<file path="config.mk">
export PLATFORM = sky130hd
export DESIGN_NAME = tbp_top
export DESIGN_NICKNAME = d
export VERILOG_FILES = /design/src/rtl/tbp_timebase.v /design/src/rtl/tbp_pwm_core.v /design/src/rtl/tbp_top.v
export VERILOG_INCLUDE_DIRS = /design/src /design/src/rtl
export SDC_FILE = /design/constraint.sdc
export NUM_CORES = 1
export LEC_CHECK = 0
export BUFFER_PORTS_ARGS = -buffer_cell sky130_fd_sc_hd__buf_2
export CORE_MARGIN = 1
export CORE_UTILIZATION = 29
export CTS_CLUSTER_DIAMETER = 30
export CTS_CLUSTER_SIZE = 25
export DETAILED_ROUTE_END_ITERATION = 8
export GPL_TIMING_DRIVEN = 0
export PLACE_DENSITY_LB_ADDON = 0.15
export SLEW_MARGIN = 20
export SYNTH_ARGS = -nofsm -noshare
export SYNTH_HDL_FRONTEND = slang
export SYNTH_HIERARCHICAL = 1
export SYNTH_SLANG_ARGS = --single-unit
</file>
<file path="constraint.sdc">
create_clock -name aclk -period 1.94 [get_ports aclk]
set_clock_uncertainty 0.05 [all_clocks]
set_input_delay 0.388 -clock aclk [delete_from_list [all_inputs] [get_ports aclk]]
set_output_delay 0.388 -clock aclk [all_outputs]
set_load 0.02 [all_outputs]
</file>
<file path="src/rtl/tbp_defs.vh">
// Constants for the ten-bit pulse width modulation output unit.
`ifndef TBP_DEFS_VH
`define TBP_DEFS_VH

// Register byte offsets on the AXI4-Lite bus.
`define TBP_OFS_PERIOD      8'h00
`define TBP_OFS_TIMER       8'h04
`define TBP_OFS_DUTY_HI     8'h08
`define TBP_OFS_SHADOW      8'h0c
`define TBP_OFS_CTRL        8'h10
`define TBP_OFS_TMR_CTRL    8'h14
`define TBP_OFS_STATUS      8'h18
`define TBP_OFS_PORTC_DIR   8'h1c
`define TBP_OFS_PORTC_DATA  8'h20

// Reset values.
`define TBP_RST_PERIOD      8'hff
`define TBP_RST_DUTY_HI     8'h00
`define TBP_RST_CTRL        6'h00
`define TBP_RST_TMR_CTRL    7'h00
`define TBP_RST_PORTC_DIR   8'hff
`define TBP_RST_PORTC_DATA  8'h00

// Control register fields.
`define TBP_CTRL_MODE_HI    3
`define TBP_CTRL_MODE_LO    2
`define TBP_CTRL_DLO_HI     5
`define TBP_CTRL_DLO_LO     4
`define TBP_MODE_PWM        2'h3

// Timer control fields: prescale select, timer on, postscale.
`define TBP_TC_PRE_HI       1
`define TBP_TC_PRE_LO       0
`define TBP_TC_ON           2
`define TBP_TC_POST_HI      6
`define TBP_TC_POST_LO      3

// Prescale selections and their last prescaler count.
`define TBP_PRE_DIV1        2'h0
`define TBP_PRE_DIV4        2'h1
`define TBP_PRE_LAST1       4'h0
`define TBP_PRE_LAST4       4'h3
`define TBP_PRE_LAST16      4'hf

// Status fields.
`define TBP_ST_POST_FLAG    0
`define TBP_ST_OUT_LEVEL    1
`define TBP_ST_PWM_ACTIVE   2

// Pin used on port C and last oscillator period count of an instruction cycle.
`define TBP_PORTC_PWM_BIT   2
`define TBP_Q_LAST          2'h3

// AXI responses.
`define TBP_RESP_OKAY       2'h0
`define TBP_RESP_SLVERR     2'h2

`endif

</file>
<file path="src/rtl/tbp_timebase.v">
// Quarter-cycle clock, prescaler, base timer and postscaler.
`timescale 1ns/1ps
`default_nettype none
`include "tbp_defs.vh"

module tbp_timebase (
  // Clock and reset.
  input  wire       aclk,
  input  wire       aresetn,
  // Configuration.
  input  wire       timer_on,
  input  wire [1:0] pre_sel,
  input  wire [3:0] post_sel,
  input  wire [7:0] period_match_reg,
  // Time base state.
  output reg  [7:0] base_timer_count,
  output wire [1:0] low_bits,
  output wire       period_tick,
  output wire       post_tick
);

  reg  [1:0] q_ff;
  reg  [3:0] pre_ff;
  reg  [3:0] post_ff;
  wire [3:0] pre_last;
  wire       inc;

  assign pre_last = (pre_sel == `TBP_PRE_DIV1) ? `TBP_PRE_LAST1 :
                    (pre_sel == `TBP_PRE_DIV4) ? `TBP_PRE_LAST4 : `TBP_PRE_LAST16;
  // The timer steps once per prescaled instruction cycle of four oscillator periods.
  assign inc = timer_on && (q_ff == `TBP_Q_LAST) && (pre_ff == pre_last);
  assign period_tick = inc && (base_timer_count == period_match_reg);
  // The postscaler only gives a slower event; it never shortens the period.
  assign post_tick = period_tick && (post_ff == post_sel);
  // Two lower bits extend the timer so that the duty resolves to one oscillator period times the prescale.
  assign low_bits = (pre_sel == `TBP_PRE_DIV1) ? q_ff :
                    (pre_sel == `TBP_PRE_DIV4) ? pre_ff[1:0] : pre_ff[3:2];

  always @(posedge aclk)
  begin
    if (!aresetn)
    begin
      q_ff             <= 2'h0;
      pre_ff           <= 4'h0;
      post_ff          <= 4'h0;
      base_timer_count <= 8'h00;
    end
    else
    begin
      q_ff <= q_ff + 2'h1;
      if (timer_on && (q_ff == `TBP_Q_LAST))
        pre_ff <= (pre_ff == pre_last) ? 4'h0 : pre_ff + 4'h1;
      if (inc)
        base_timer_count <= period_tick ? 8'h00 : base_timer_count + 8'h01;
      if (post_tick)
        post_ff <= 4'h0;
      else if (period_tick)
        post_ff <= post_ff + 4'h1;
    end
  end

endmodule // tbp_timebase

`default_nettype wire

</file>
<file path="src/rtl/tbp_pwm_core.v">
// Double-buffered duty latch, comparator and output latch.
`timescale 1ns/1ps
`default_nettype none
`include "tbp_defs.vh"

module tbp_pwm_core (
  // Clock and reset.
  input  wire       aclk,
  input  wire       aresetn,
  // Mode and duty.
  input  wire       pwm_en,
  input  wire [9:0] duty_pending,
  input  wire       period_tick,
  input  wire [9:0] time_ext,
  // Software access to the shadow outside modulation mode.
  input  wire       shadow_wr,
  input  wire [7:0] shadow_wdata,
  // State.
  output reg  [7:0] duty_shadow_reg,
  output reg        pwm_out_ff
);

  reg [1:0] latch2_ff;

  always @(posedge aclk)
  begin
    if (!aresetn)
    begin
      duty_shadow_reg <= 8'h00;
      latch2_ff       <= 2'h0;
      pwm_out_ff      <= 1'b0;
    end
    else if (!pwm_en)
    begin
      // Leaving modulation mode, including a cleared control register, drops the latch.
      pwm_out_ff <= 1'b0;
      if (shadow_wr)
        duty_shadow_reg <= shadow_wdata;
    end
    else if (period_tick)
    begin
      duty_shadow_reg <= duty_pending[9:2];
      latch2_ff       <= duty_pending[1:0];
      pwm_out_ff      <= (duty_pending != 10'h000);
    end
    else if ({duty_shadow_reg, latch2_ff} == time_ext)
      // A duty beyond the period never matches, so the output stays high.
      pwm_out_ff <= 1'b0;
  end

endmodule // tbp_pwm_core

`default_nettype wire

</file>
<file path="src/rtl/tbp_top.v">
// Ten-bit pulse width modulation output unit with an AXI4-Lite register slave.
//
// Added by the designer: the AXI4-Lite interface to the registers and the register offsets.
`timescale 1ns/1ps
`default_nettype none
`include "tbp_defs.vh"

// Summary of operation
// Period is (period match plus one) times four oscillator periods times prescale.
// After timer equals period match: clear timer, load shadow, set output.
// A zero duty never sets the output at a period start.
// Duty is duty high register in top bits, control bits 5:4 below.
// Output high time is duty times oscillator period times prescale.
// Duty writes are taken any time and applied after the next match.
// In modulation mode software cannot write the duty shadow.
// Duty shadow plus a two-bit latch double buffer the duty.
// Output goes low when buffered duty equals the extended timer.
// Duty beyond the period leaves the output high all period.
// Clearing the control register forces the output latch low, not port data.
// Software clears port C direction bit two to drive the pin.
// The postscaler does not enter the period; it gives a slower event.
// Duty resolution is limited by oscillator over output frequency, ten bits max.
// Timer steps once per prescaled instruction cycle of four oscillator periods.
// After reset output is low, shadow and latch cleared until first match.
module tbp_top (
  // Clock and reset.
  input  wire        aclk,
  input  wire        aresetn,
  // AXI4-Lite write address channel.
  input  wire [7:0]  awaddr,
  input  wire        awvalid,
  output wire        awready,
  // AXI4-Lite write data channel.
  input  wire [31:0] wdata,
  input  wire [3:0]  wstrb,
  input  wire        wvalid,
  output wire        wready,
  // AXI4-Lite write response channel.
  output reg  [1:0]  bresp,
  output reg         bvalid,
  input  wire        bready,
  // AXI4-Lite read address channel.
  input  wire [7:0]  araddr,
  input  wire        arvalid,
  output wire        arready,
  // AXI4-Lite read data channel.
  output reg  [31:0] rdata,
  output reg  [1:0]  rresp,
  output reg         rvalid,
  input  wire        rready,
  // Shared port C pin carrying the modulated output.
  output reg         modulated_output_pin,
  output reg         modulated_output_pin_oe
);

  // Software registers.
  reg  [7:0]  period_match_reg_ff;
  reg  [7:0]  duty_high_bits_reg_ff;
  reg  [5:0]  capture_compare_control_ff;
  reg  [6:0]  timer_ctrl_ff;
  reg  [7:0]  port_c_direction_ff;
  reg  [7:0]  port_c_data_ff;
  reg         post_flag_ff;

  // Write channel capture.
  reg  [7:0]  aw_addr_ff;
  reg         aw_got_ff;
  reg  [31:0] w_data_ff;
  reg  [3:0]  w_strb_ff;
  reg         w_got_ff;

  // Read mux.
  reg  [31:0] nxt_rdata;
  reg  [1:0]  nxt_rresp;

  // Time base and core state.
  wire [7:0]  base_timer_count;
  wire [1:0]  low_bits;
  wire        period_tick;
  wire        post_tick;
  wire [7:0]  duty_shadow_reg;
  wire        pwm_out;
  wire        pwm_en;
  wire [9:0]  duty_pending;
  reg         period_start_ff;

  // Write strobes.
  wire        wr_go;
  wire        wr_lane0;
  wire        wr_hit_period;
  wire        wr_hit_duty;
  wire        wr_hit_shadow;
  wire        wr_hit_ctrl;
  wire        wr_hit_tctrl;
  wire        wr_hit_status;
  wire        wr_hit_dir;
  wire        wr_hit_data;
  wire        wr_mapped;
  wire        rd_go;

  assign pwm_en = (capture_compare_control_ff[`TBP_CTRL_MODE_HI:`TBP_CTRL_MODE_LO]
                   == `TBP_MODE_PWM);
  assign duty_pending = {duty_high_bits_reg_ff,
                         capture_compare_control_ff[`TBP_CTRL_DLO_HI:`TBP_CTRL_DLO_LO]};

  // Each address and data beat is held until both are present and the response is gone.
  assign awready = !aw_got_ff && !bvalid;
  assign wready  = !w_got_ff && !bvalid;
  assign arready = !rvalid;

  assign wr_go    = aw_got_ff && w_got_ff && !bvalid;
  assign wr_lane0 = wr_go && w_strb_ff[0];
  assign rd_go    = arvalid && !rvalid;

  assign wr_hit_period = wr_lane0 && (aw_addr_ff == `TBP_OFS_PERIOD);
  assign wr_hit_duty   = wr_lane0 && (aw_addr_ff == `TBP_OFS_DUTY_HI);
  assign wr_hit_shadow = wr_lane0 && (aw_addr_ff == `TBP_OFS_SHADOW);
  assign wr_hit_ctrl   = wr_lane0 && (aw_addr_ff == `TBP_OFS_CTRL);
  assign wr_hit_tctrl  = wr_lane0 && (aw_addr_ff == `TBP_OFS_TMR_CTRL);
  assign wr_hit_status = wr_lane0 && (aw_addr_ff == `TBP_OFS_STATUS);
  assign wr_hit_dir    = wr_lane0 && (aw_addr_ff == `TBP_OFS_PORTC_DIR);
  assign wr_hit_data   = wr_lane0 && (aw_addr_ff == `TBP_OFS_PORTC_DATA);

  // The timer register is read-only; a write to it is accepted and ignored.
  assign wr_mapped = (aw_addr_ff == `TBP_OFS_PERIOD) ||
                     (aw_addr_ff == `TBP_OFS_TIMER) ||
                     (aw_addr_ff == `TBP_OFS_DUTY_HI) ||
                     (aw_addr_ff == `TBP_OFS_SHADOW) ||
                     (aw_addr_ff == `TBP_OFS_CTRL) ||
                     (aw_addr_ff == `TBP_OFS_TMR_CTRL) ||
                     (aw_addr_ff == `TBP_OFS_STATUS) ||
                     (aw_addr_ff == `TBP_OFS_PORTC_DIR) ||
                     (aw_addr_ff == `TBP_OFS_PORTC_DATA);

  tbp_timebase u_timebase (
    .aclk             (aclk),
    .aresetn          (aresetn),
    .timer_on         (timer_ctrl_ff[`TBP_TC_ON]),
    .pre_sel          (timer_ctrl_ff[`TBP_TC_PRE_HI:`TBP_TC_PRE_LO]),
    .post_sel         (timer_ctrl_ff[`TBP_TC_POST_HI:`TBP_TC_POST_LO]),
    .period_match_reg (period_match_reg_ff),
    .base_timer_count (base_timer_count),
    .low_bits         (low_bits),
    .period_tick      (period_tick),
    .post_tick        (post_tick)
  );

  tbp_pwm_core u_core (
    .aclk            (aclk),
    .aresetn         (aresetn),
    .pwm_en          (pwm_en),
    .duty_pending    (duty_pending),
    .period_tick     (period_start_ff),
    .time_ext        ({base_timer_count, low_bits}),
    .shadow_wr       (wr_hit_shadow),
    .shadow_wdata    (w_data_ff[7:0]),
    .duty_shadow_reg (duty_shadow_reg),
    .pwm_out_ff      (pwm_out)
  );

  // The new period starts one cycle after the match, when the extended timer already reads zero.
  // The comparator is registered, so setting the output here gives rise and fall the same lag
  // and the high time is exactly the duty value.
  always @(posedge aclk)
  begin
    if (!aresetn)
      period_start_ff <= 1'b0;
    else
      period_start_ff <= period_tick;
  end

  // Write address and data capture, write response.
  always @(posedge aclk)
  begin
    if (!aresetn)
    begin
      aw_addr_ff <= 8'h00;
      aw_got_ff  <= 1'b0;
      w_data_ff  <= 32'h00000000;
      w_strb_ff  <= 4'h0;
      w_got_ff   <= 1'b0;
      bvalid     <= 1'b0;
      bresp      <= `TBP_RESP_OKAY;
    end
    else
    begin
      if (awvalid && awready)
      begin
        aw_addr_ff <= awaddr;
        aw_got_ff  <= 1'b1;
      end
      if (wvalid && wready)
      begin
        w_data_ff <= wdata;
        w_strb_ff <= wstrb;
        w_got_ff  <= 1'b1;
      end
      if (wr_go)
      begin
        aw_got_ff <= 1'b0;
        w_got_ff  <= 1'b0;
        bvalid    <= 1'b1;
        bresp     <= wr_mapped ? `TBP_RESP_OKAY : `TBP_RESP_SLVERR;
      end
      else if (bvalid && bready)
        bvalid <= 1'b0;
    end
  end

  // Software register writes; duty writes land in the pending copy at any time.
  always @(posedge aclk)
  begin
    if (!aresetn)
    begin
      period_match_reg_ff        <= `TBP_RST_PERIOD;
      duty_high_bits_reg_ff      <= `TBP_RST_DUTY_HI;
      capture_compare_control_ff <= `TBP_RST_CTRL;
      timer_ctrl_ff              <= `TBP_RST_TMR_CTRL;
      port_c_direction_ff        <= `TBP_RST_PORTC_DIR;
      port_c_data_ff             <= `TBP_RST_PORTC_DATA;
    end
    else
    begin
      if (wr_hit_period)
        period_match_reg_ff <= w_data_ff[7:0];
      if (wr_hit_duty)
        duty_high_bits_reg_ff <= w_data_ff[7:0];
      if (wr_hit_ctrl)
        capture_compare_control_ff <= w_data_ff[5:0];
      if (wr_hit_tctrl)
        timer_ctrl_ff <= w_data_ff[6:0];
      if (wr_hit_dir)
        port_c_direction_ff <= w_data_ff[7:0];
      if (wr_hit_data)
        port_c_data_ff <= w_data_ff[7:0];
    end
  end

  // Postscale event flag: a new event wins over a write-one-to-clear in the same cycle.
  always @(posedge aclk)
  begin
    if (!aresetn)
      post_flag_ff <= 1'b0;
    else if (post_tick)
      post_flag_ff <= 1'b1;
    else if (wr_hit_status && w_data_ff[`TBP_ST_POST_FLAG])
      post_flag_ff <= 1'b0;
  end

  // Read data selection.
  always @*
  begin
    nxt_rdata = 32'h00000000;
    nxt_rresp = `TBP_RESP_OKAY;
    case (araddr)
      `TBP_OFS_PERIOD:     nxt_rdata[7:0] = period_match_reg_ff;
      `TBP_OFS_TIMER:      nxt_rdata[7:0] = base_timer_count;
      `TBP_OFS_DUTY_HI:    nxt_rdata[7:0] = duty_high_bits_reg_ff;
      `TBP_OFS_SHADOW:     nxt_rdata[7:0] = duty_shadow_reg;
      `TBP_OFS_CTRL:       nxt_rdata[5:0] = capture_compare_control_ff;
      `TBP_OFS_TMR_CTRL:   nxt_rdata[6:0] = timer_ctrl_ff;
      `TBP_OFS_STATUS:
      begin
        nxt_rdata[`TBP_ST_POST_FLAG]  = post_flag_ff;
        nxt_rdata[`TBP_ST_OUT_LEVEL]  = pwm_out;
        nxt_rdata[`TBP_ST_PWM_ACTIVE] = pwm_en;
      end
      `TBP_OFS_PORTC_DIR:  nxt_rdata[7:0] = port_c_direction_ff;
      `TBP_OFS_PORTC_DATA: nxt_rdata[7:0] = port_c_data_ff;
      default:             nxt_rresp = `TBP_RESP_SLVERR;
    endcase
  end

  // Read response, registered one cycle after the address is taken.
  always @(posedge aclk)
  begin
    if (!aresetn)
    begin
      rvalid <= 1'b0;
      rdata  <= 32'h00000000;
      rresp  <= `TBP_RESP_OKAY;
    end
    else if (rd_go)
    begin
      rvalid <= 1'b1;
      rdata  <= nxt_rdata;
      rresp  <= nxt_rresp;
    end
    else if (rvalid && rready)
      rvalid <= 1'b0;
  end

  // Pin: the modulation latch replaces the port data only in modulation mode.
  always @(posedge aclk)
  begin
    if (!aresetn)
    begin
      modulated_output_pin    <= 1'b0;
      modulated_output_pin_oe <= 1'b0;
    end
    else
    begin
      modulated_output_pin    <= pwm_en ? pwm_out : port_c_data_ff[`TBP_PORTC_PWM_BIT];
      modulated_output_pin_oe <= !port_c_direction_ff[`TBP_PORTC_PWM_BIT];
    end
  end

endmodule // tbp_top

`default_nettype wire

</file>
======== Word-level counts from Yosys, hierarchy flattened ========
Index checks and enable logic that the tools add are counted.
storage, ports and cells
  register bits ........................... 111
  latch bits .............................. 0
  bits in writable memories ............... 0
  bits in read-only memories .............. 0
  input port bits ......................... 59
  output and inout port bits .............. 43
  memories kept ........................... 0
cells by class
  add/subtract/negate cells ............... 4
  multipliers ............................. 0
  div/mod/pow operators ................... 0
  order comparisons ....................... 0
  eq/ne operators ......................... 24
  shift operators ......................... 0
  muxes and demuxes ....................... 24
  bitwise gates (word level) .............. 1
  reductions and logical operators ........ 51
operator list
  cell                   count
  $eq A8 B5 Y1 const B   8
  $eq A8 B4 Y1 const B   4
  $mux W8                4
  $pmux W3 S9            1
  $pmux W3 S8            1
  $logic_and A1 B1 Y1    23
  $eq A8 B3 Y1 const B   2
  $eq A8 B6 Y1 const B   2
  $logic_not A8 Y1       2
  $mux W4                3
  $eq A10 B10 Y1         1
  $reduce_bool A10 Y1    1
  $reduce_bool A2 Y1     5
  $mux W1                9
  $reduce_or A9 Y1       1
  $add A4 B1 Y4 const B  2
  $add A8 B1 Y8 const B  1
  $eq A4 B4 Y1           2
  $eq A8 B8 Y1           1
  $logic_or A1 B1 Y1     8
  $mux W2                4
  $pmux W1 S7            1
  $pmux W1 S6            1
  $reduce_and A2 Y1      3
  other kinds (8)        14

======== Depth between registers and ports, before layout ========
  depth in word-level cells ............... 10
  mapped depth ............................ 8
  mapped depth without buffers ............ 6

======== Hierarchy ========
The synthesis kept the hierarchy.
by module, submodules not included
  module        times used  cells an instance  area an instance (um2)
  tbp_top       1           424                4,008.8
  tbp_timebase  1           141                1,162.4
  tbp_pwm_core  1           65                 635.6

======== Worst setup path after synthesis ========
OpenSTA, ideal clock, no wires.
  path kind ............................... flip-flop to flip-flop
  from .................................... reg u_timebase.pre_ff[0]
  to ...................................... reg u_timebase.post_ff[0]
  library setup time ...................... 0.070 ns
  arrival time ............................ 1.964 ns
  slack ................................... -0.143 ns
  stages on the path, launching flop included .. 6
  cells stage by stage .................... dfxtp_1 -> or4_4 -> a221o_1 -> buf_6 -> or4b_1 -> a21oi_1
on the way
  word-level cells in the longest chain between the ends .. 5
RTL lines
  item                               line               RTL
  start, declared                    tbp_timebase.v:23  reg [3:0] pre_ff;
  start signal, assigned             tbp_timebase.v:52  pre_ff <= (pre_ff == pre_last) ? 4'h0 : pre_ff + 4'h1;
  $eq A4 B4 Y1 (*)                   tbp_timebase.v:31  assign inc = timer_on && (q_ff == `TBP_Q_LAST) && (pre_ff == pre_last);
  $logic_and A1 B1 Y1 (*)            tbp_timebase.v:31
  $logic_and A1 B1 Y1 (*)            tbp_timebase.v:32  assign period_tick = inc && (base_timer_count == period_match_reg);
  $logic_and A1 B1 Y1                tbp_timebase.v:34  assign post_tick = period_tick && (post_ff == post_sel);
  $reduce_or A2 Y1 (no source line)  --
  end signal, assigned               tbp_timebase.v:58  post_ff <= post_ff + 4'h1;
  end, declared                      tbp_timebase.v:24  reg [3:0] post_ff;
Every way passes the cells marked *; elsewhere a longest branch is shown, timed or not.
A chain may end at the register's enable or synchronous reset.

======== Worst setup path in the final report ========
  from .................................... reg u_timebase.pre_ff[0]
  to ...................................... reg u_timebase.post_ff[1]
Same word-level chain as after synthesis.

==> summary.txt <==
Status = finished, violations left
Failing checks = negative setup slack
Post-synth EDFFs = 0
Critical path origin = u_timebase/pre_ff[0]$_SDFFE_PN0P_
IO Pins = 102
Max_cap viols = 0
Layout cell share with drive strength beyond 1 = 0.232
Initial antenna violation count = 0
Largest net degree at the start of global routing = 22
GPL Wtd Cong = 0.883
ANT cells = 0
Gr ovfl total = 0
Final TNS setup = -0.959 ns
Pwr dens = 684 nW/µm²
Worst Slack Setup Final = -0.158 ns
GR Layer Usage met1 = 0.254
Fmax = 477 MHz
Peak supply drop = 0.492 mV
1st-pass router iterations = 5
R2R depth = 5
Synth async-reset ratio = 0
Clock sink total = 109
Syn Inst Count = 630
WHS = 0.208 ns
Met3 usage = 0.0243
Commonest register cell after synthesis = dfxtp_1
Relative slew slack = 0.547
Layout area overhead = 22.5%
Fill cell total of the finished layout = 2029
Met2 usage = 0.283
Most common cell after layout, fill and taps aside = dfxtp_1
Worst r2r src = u_timebase/pre_ff[0]$_SDFFE_PN0P_
FF-to-FF End = u_timebase/post_ff[1]$_SDFFE_PP0N_
Yosys reg bits = 109
Post-route minimum period = 2.10 ns
DIE HEIGHT = 144 µm
Initial Utilization = 0.297
Final net count = 792
Commonest cells after routing, fill and taps aside = dfxtp_1 (92), mux2i_1 (75), nand2_1 (66), buf_2 (53), buf_4 (45)
Vias per inst = 5.04
Seq/Total Area, Yosys = 0.376
Port Buffer Count = 48
Inserted Clock Buffers = 9
Cell Rows = 51
GRT Total Usage = 0.181
Die Wd = 144 µm
Worst-Skew Late Latency = 0.36 ns
First-pass GRT wire length = 27900 µm
GR peak layer = met2
DP Wirelength = 13400 µm
CTS max path bufs = 2
Synth Warn # = 6
Worst hold path depth = 2
Cell leakage power = 3.01 nW
Synthesized area per cell = 9.22 µm²
DP Cell Count = 968
RSZ-0062 raised after global routing = yes
Synth unique cells = 68
# hold bufs at CTS = 0
CTS Root Cell = clkbuf_16
CTS tree = built
DR WL/cell = 18.2 µm
Measured slew at the worst slew-check pin = 0.680 ns
Crit-path max cell delay = 0.54 ns
Final hold vios = 0
Critical path capture point type = register
Worst path required time = 2.18 ns
Non-Filler Instances = 999
Final worst-path cycle share = 1.08
Crit-path cells = or4_4, a221o_1, buf_6, or4b_1, a21oi_1
Crit Path Class = reg2reg
Post-route ant nets = 0
CTS H-tree depth = 3
Vias = 5033
Drt initial violations = 388
Slowest-stage cell, CP = or4_4
Routed WL = 18200 µm
Hold Path Class = in2reg
Worst R2R Setup Slack = -0.16 ns
CP Capture Point = u_timebase/post_ff[1]$_SDFFE_PP0N_
Worst-path maximum fanout = 5
Vias in the first global route = 4820
Critical path arrival = 2.34 ns
Endpoints failing setup = 15
Die ar. = 20600 µm²
Core ar. = 19500 µm²
Kind of start point of the critical path = register
Pins Over Slew Limit = 0
Post-Syn Area = 5810 µm²
CTS clk-pin slew, worst paths = 0.09 ns
# DRC = 0
-- per-layer routing --
metal,up-vias,part of all wire
met5,-,0
met4,0,0.023
met3,21,0.051
met2,166,0.44
met1,2403,0.48
li1,2443,-
-- how the worst min path moves through the flow --
stage,slack (ns),startpoint,end
floorplan,0.36,port_c_direction_ff[2]$_SDFFE_PN1P_,modulated_output_pin_oe$_SDFF_PN0_
global placement,0.39,u_timebase/q_ff[0]$_SDFF_PN0_,u_timebase/q_ff[0]$_SDFF_PN0_
detailed placement,0.39,u_timebase/q_ff[0]$_SDFF_PN0_,u_timebase/q_ff[0]$_SDFF_PN0_
CTS,0.20,arvalid,rvalid$_SDFFE_PN0P_
global route,0.21,arvalid,rvalid$_SDFFE_PN0P_
finish,0.21,arvalid,rvalid$_SDFFE_PN0P_
-- synthesized netlist by cell type (4+ instances only) --
cell type	number	area share
and2_1	4	0.0043
inv_1	14	0.0090
xor2_1	12	0.018
ha_1	4	0.0086
nor2_1	12	0.0078
nor2b_1	43	0.046
nor3_1	15	0.013
buf_4	26	0.034
o211a_1	9	0.016
o211ai_1	13	0.017
a21oi_1	6	0.0052
o21ai_0	11	0.0095
dfxtp_1	109	0.38
a21boi_0	13	0.017
nand4_1	8	0.0086
nand2b_1	6	0.0065
and3_1	5	0.0054
nor4b_1	6	0.0090
o2111ai_1	9	0.014
clkbuf_1	30	0.019
o2bb2ai_1	7	0.011
a31oi_1	5	0.0054
nor4_1	8	0.0086
o31ai_1	4	0.0052
mux2i_1	75	0.13
nand3_1	26	0.022
xnor2_1	13	0.020
buf_6	4	0.0078
nand2_1	67	0.043
-- report_power, final --
| group | internal (W) | switching (W) |
|---|---|---|
| Clock | 0.00105 | 0.000987 |
| Sequential | 0.00227 | 0.0000672 |
| Combinational | 0.000196 | 0.000289 |
| Total | 0.00352 | 0.00134 |
-- worst max-delay path: cells and delay by family (launching register included) --
family / cells / cell delay, ns
buffers and inverters: 1 / 0.15
AOI/OAI and AO/OA: 2 / 0.49
DFF: 1 / 0.34
and+or+nand+nor: 2 / 1.01
-- per-stage QoR --
step                      total power, W  utilization  area, µm²  worst slack, ns
after floorplan                  0.00270            -       5900          -0.0257
after global placement           0.00286        0.332       6470           -0.925
after detailed placement         0.00286        0.332       6470           -0.920
after CTS                        0.00490        0.357       6970           -0.202
after global routing             0.00504        0.364       7110           -0.210
final                            0.00486        0.364       7110           -0.158
-- final cells by class --
class,instances,area [µm²],share of cell area
Clock buffer,9,225,0.0317
Multi-Input combinational cell,468,3390,0.477
Inverter,14,52.6,0.00739
Clock inverter,7,97.6,0.0137
Tap cell,265,332,0.0466
Buffer,57,363,0.0510
Sequential cell,109,2210,0.311
Timing Repair Buffer,70,443,0.0623
-- cells by family after synthesis --
family / Yosys count / share of synthesized area
compound gates: 104 / 0.137
buf+inv: 78 / 0.0730
simple gates: 228 / 0.219
other cells: 1 / 0.000646
fa+ha+maj: 4 / 0.00862
flops: 109 / 0.376
xor+xnor: 25 / 0.0377
mux: 81 / 0.147
-- timing repair --
item,in CTS,in global routing
endpoints found under the setup margin,69,43
gates cloned,1,1
gates resized for setup,21,35
buffers inserted,12,8
hold endpoints to repair,0,0
pin swaps,10,14
Note: power is estimated with default switching activity, not from simulation.
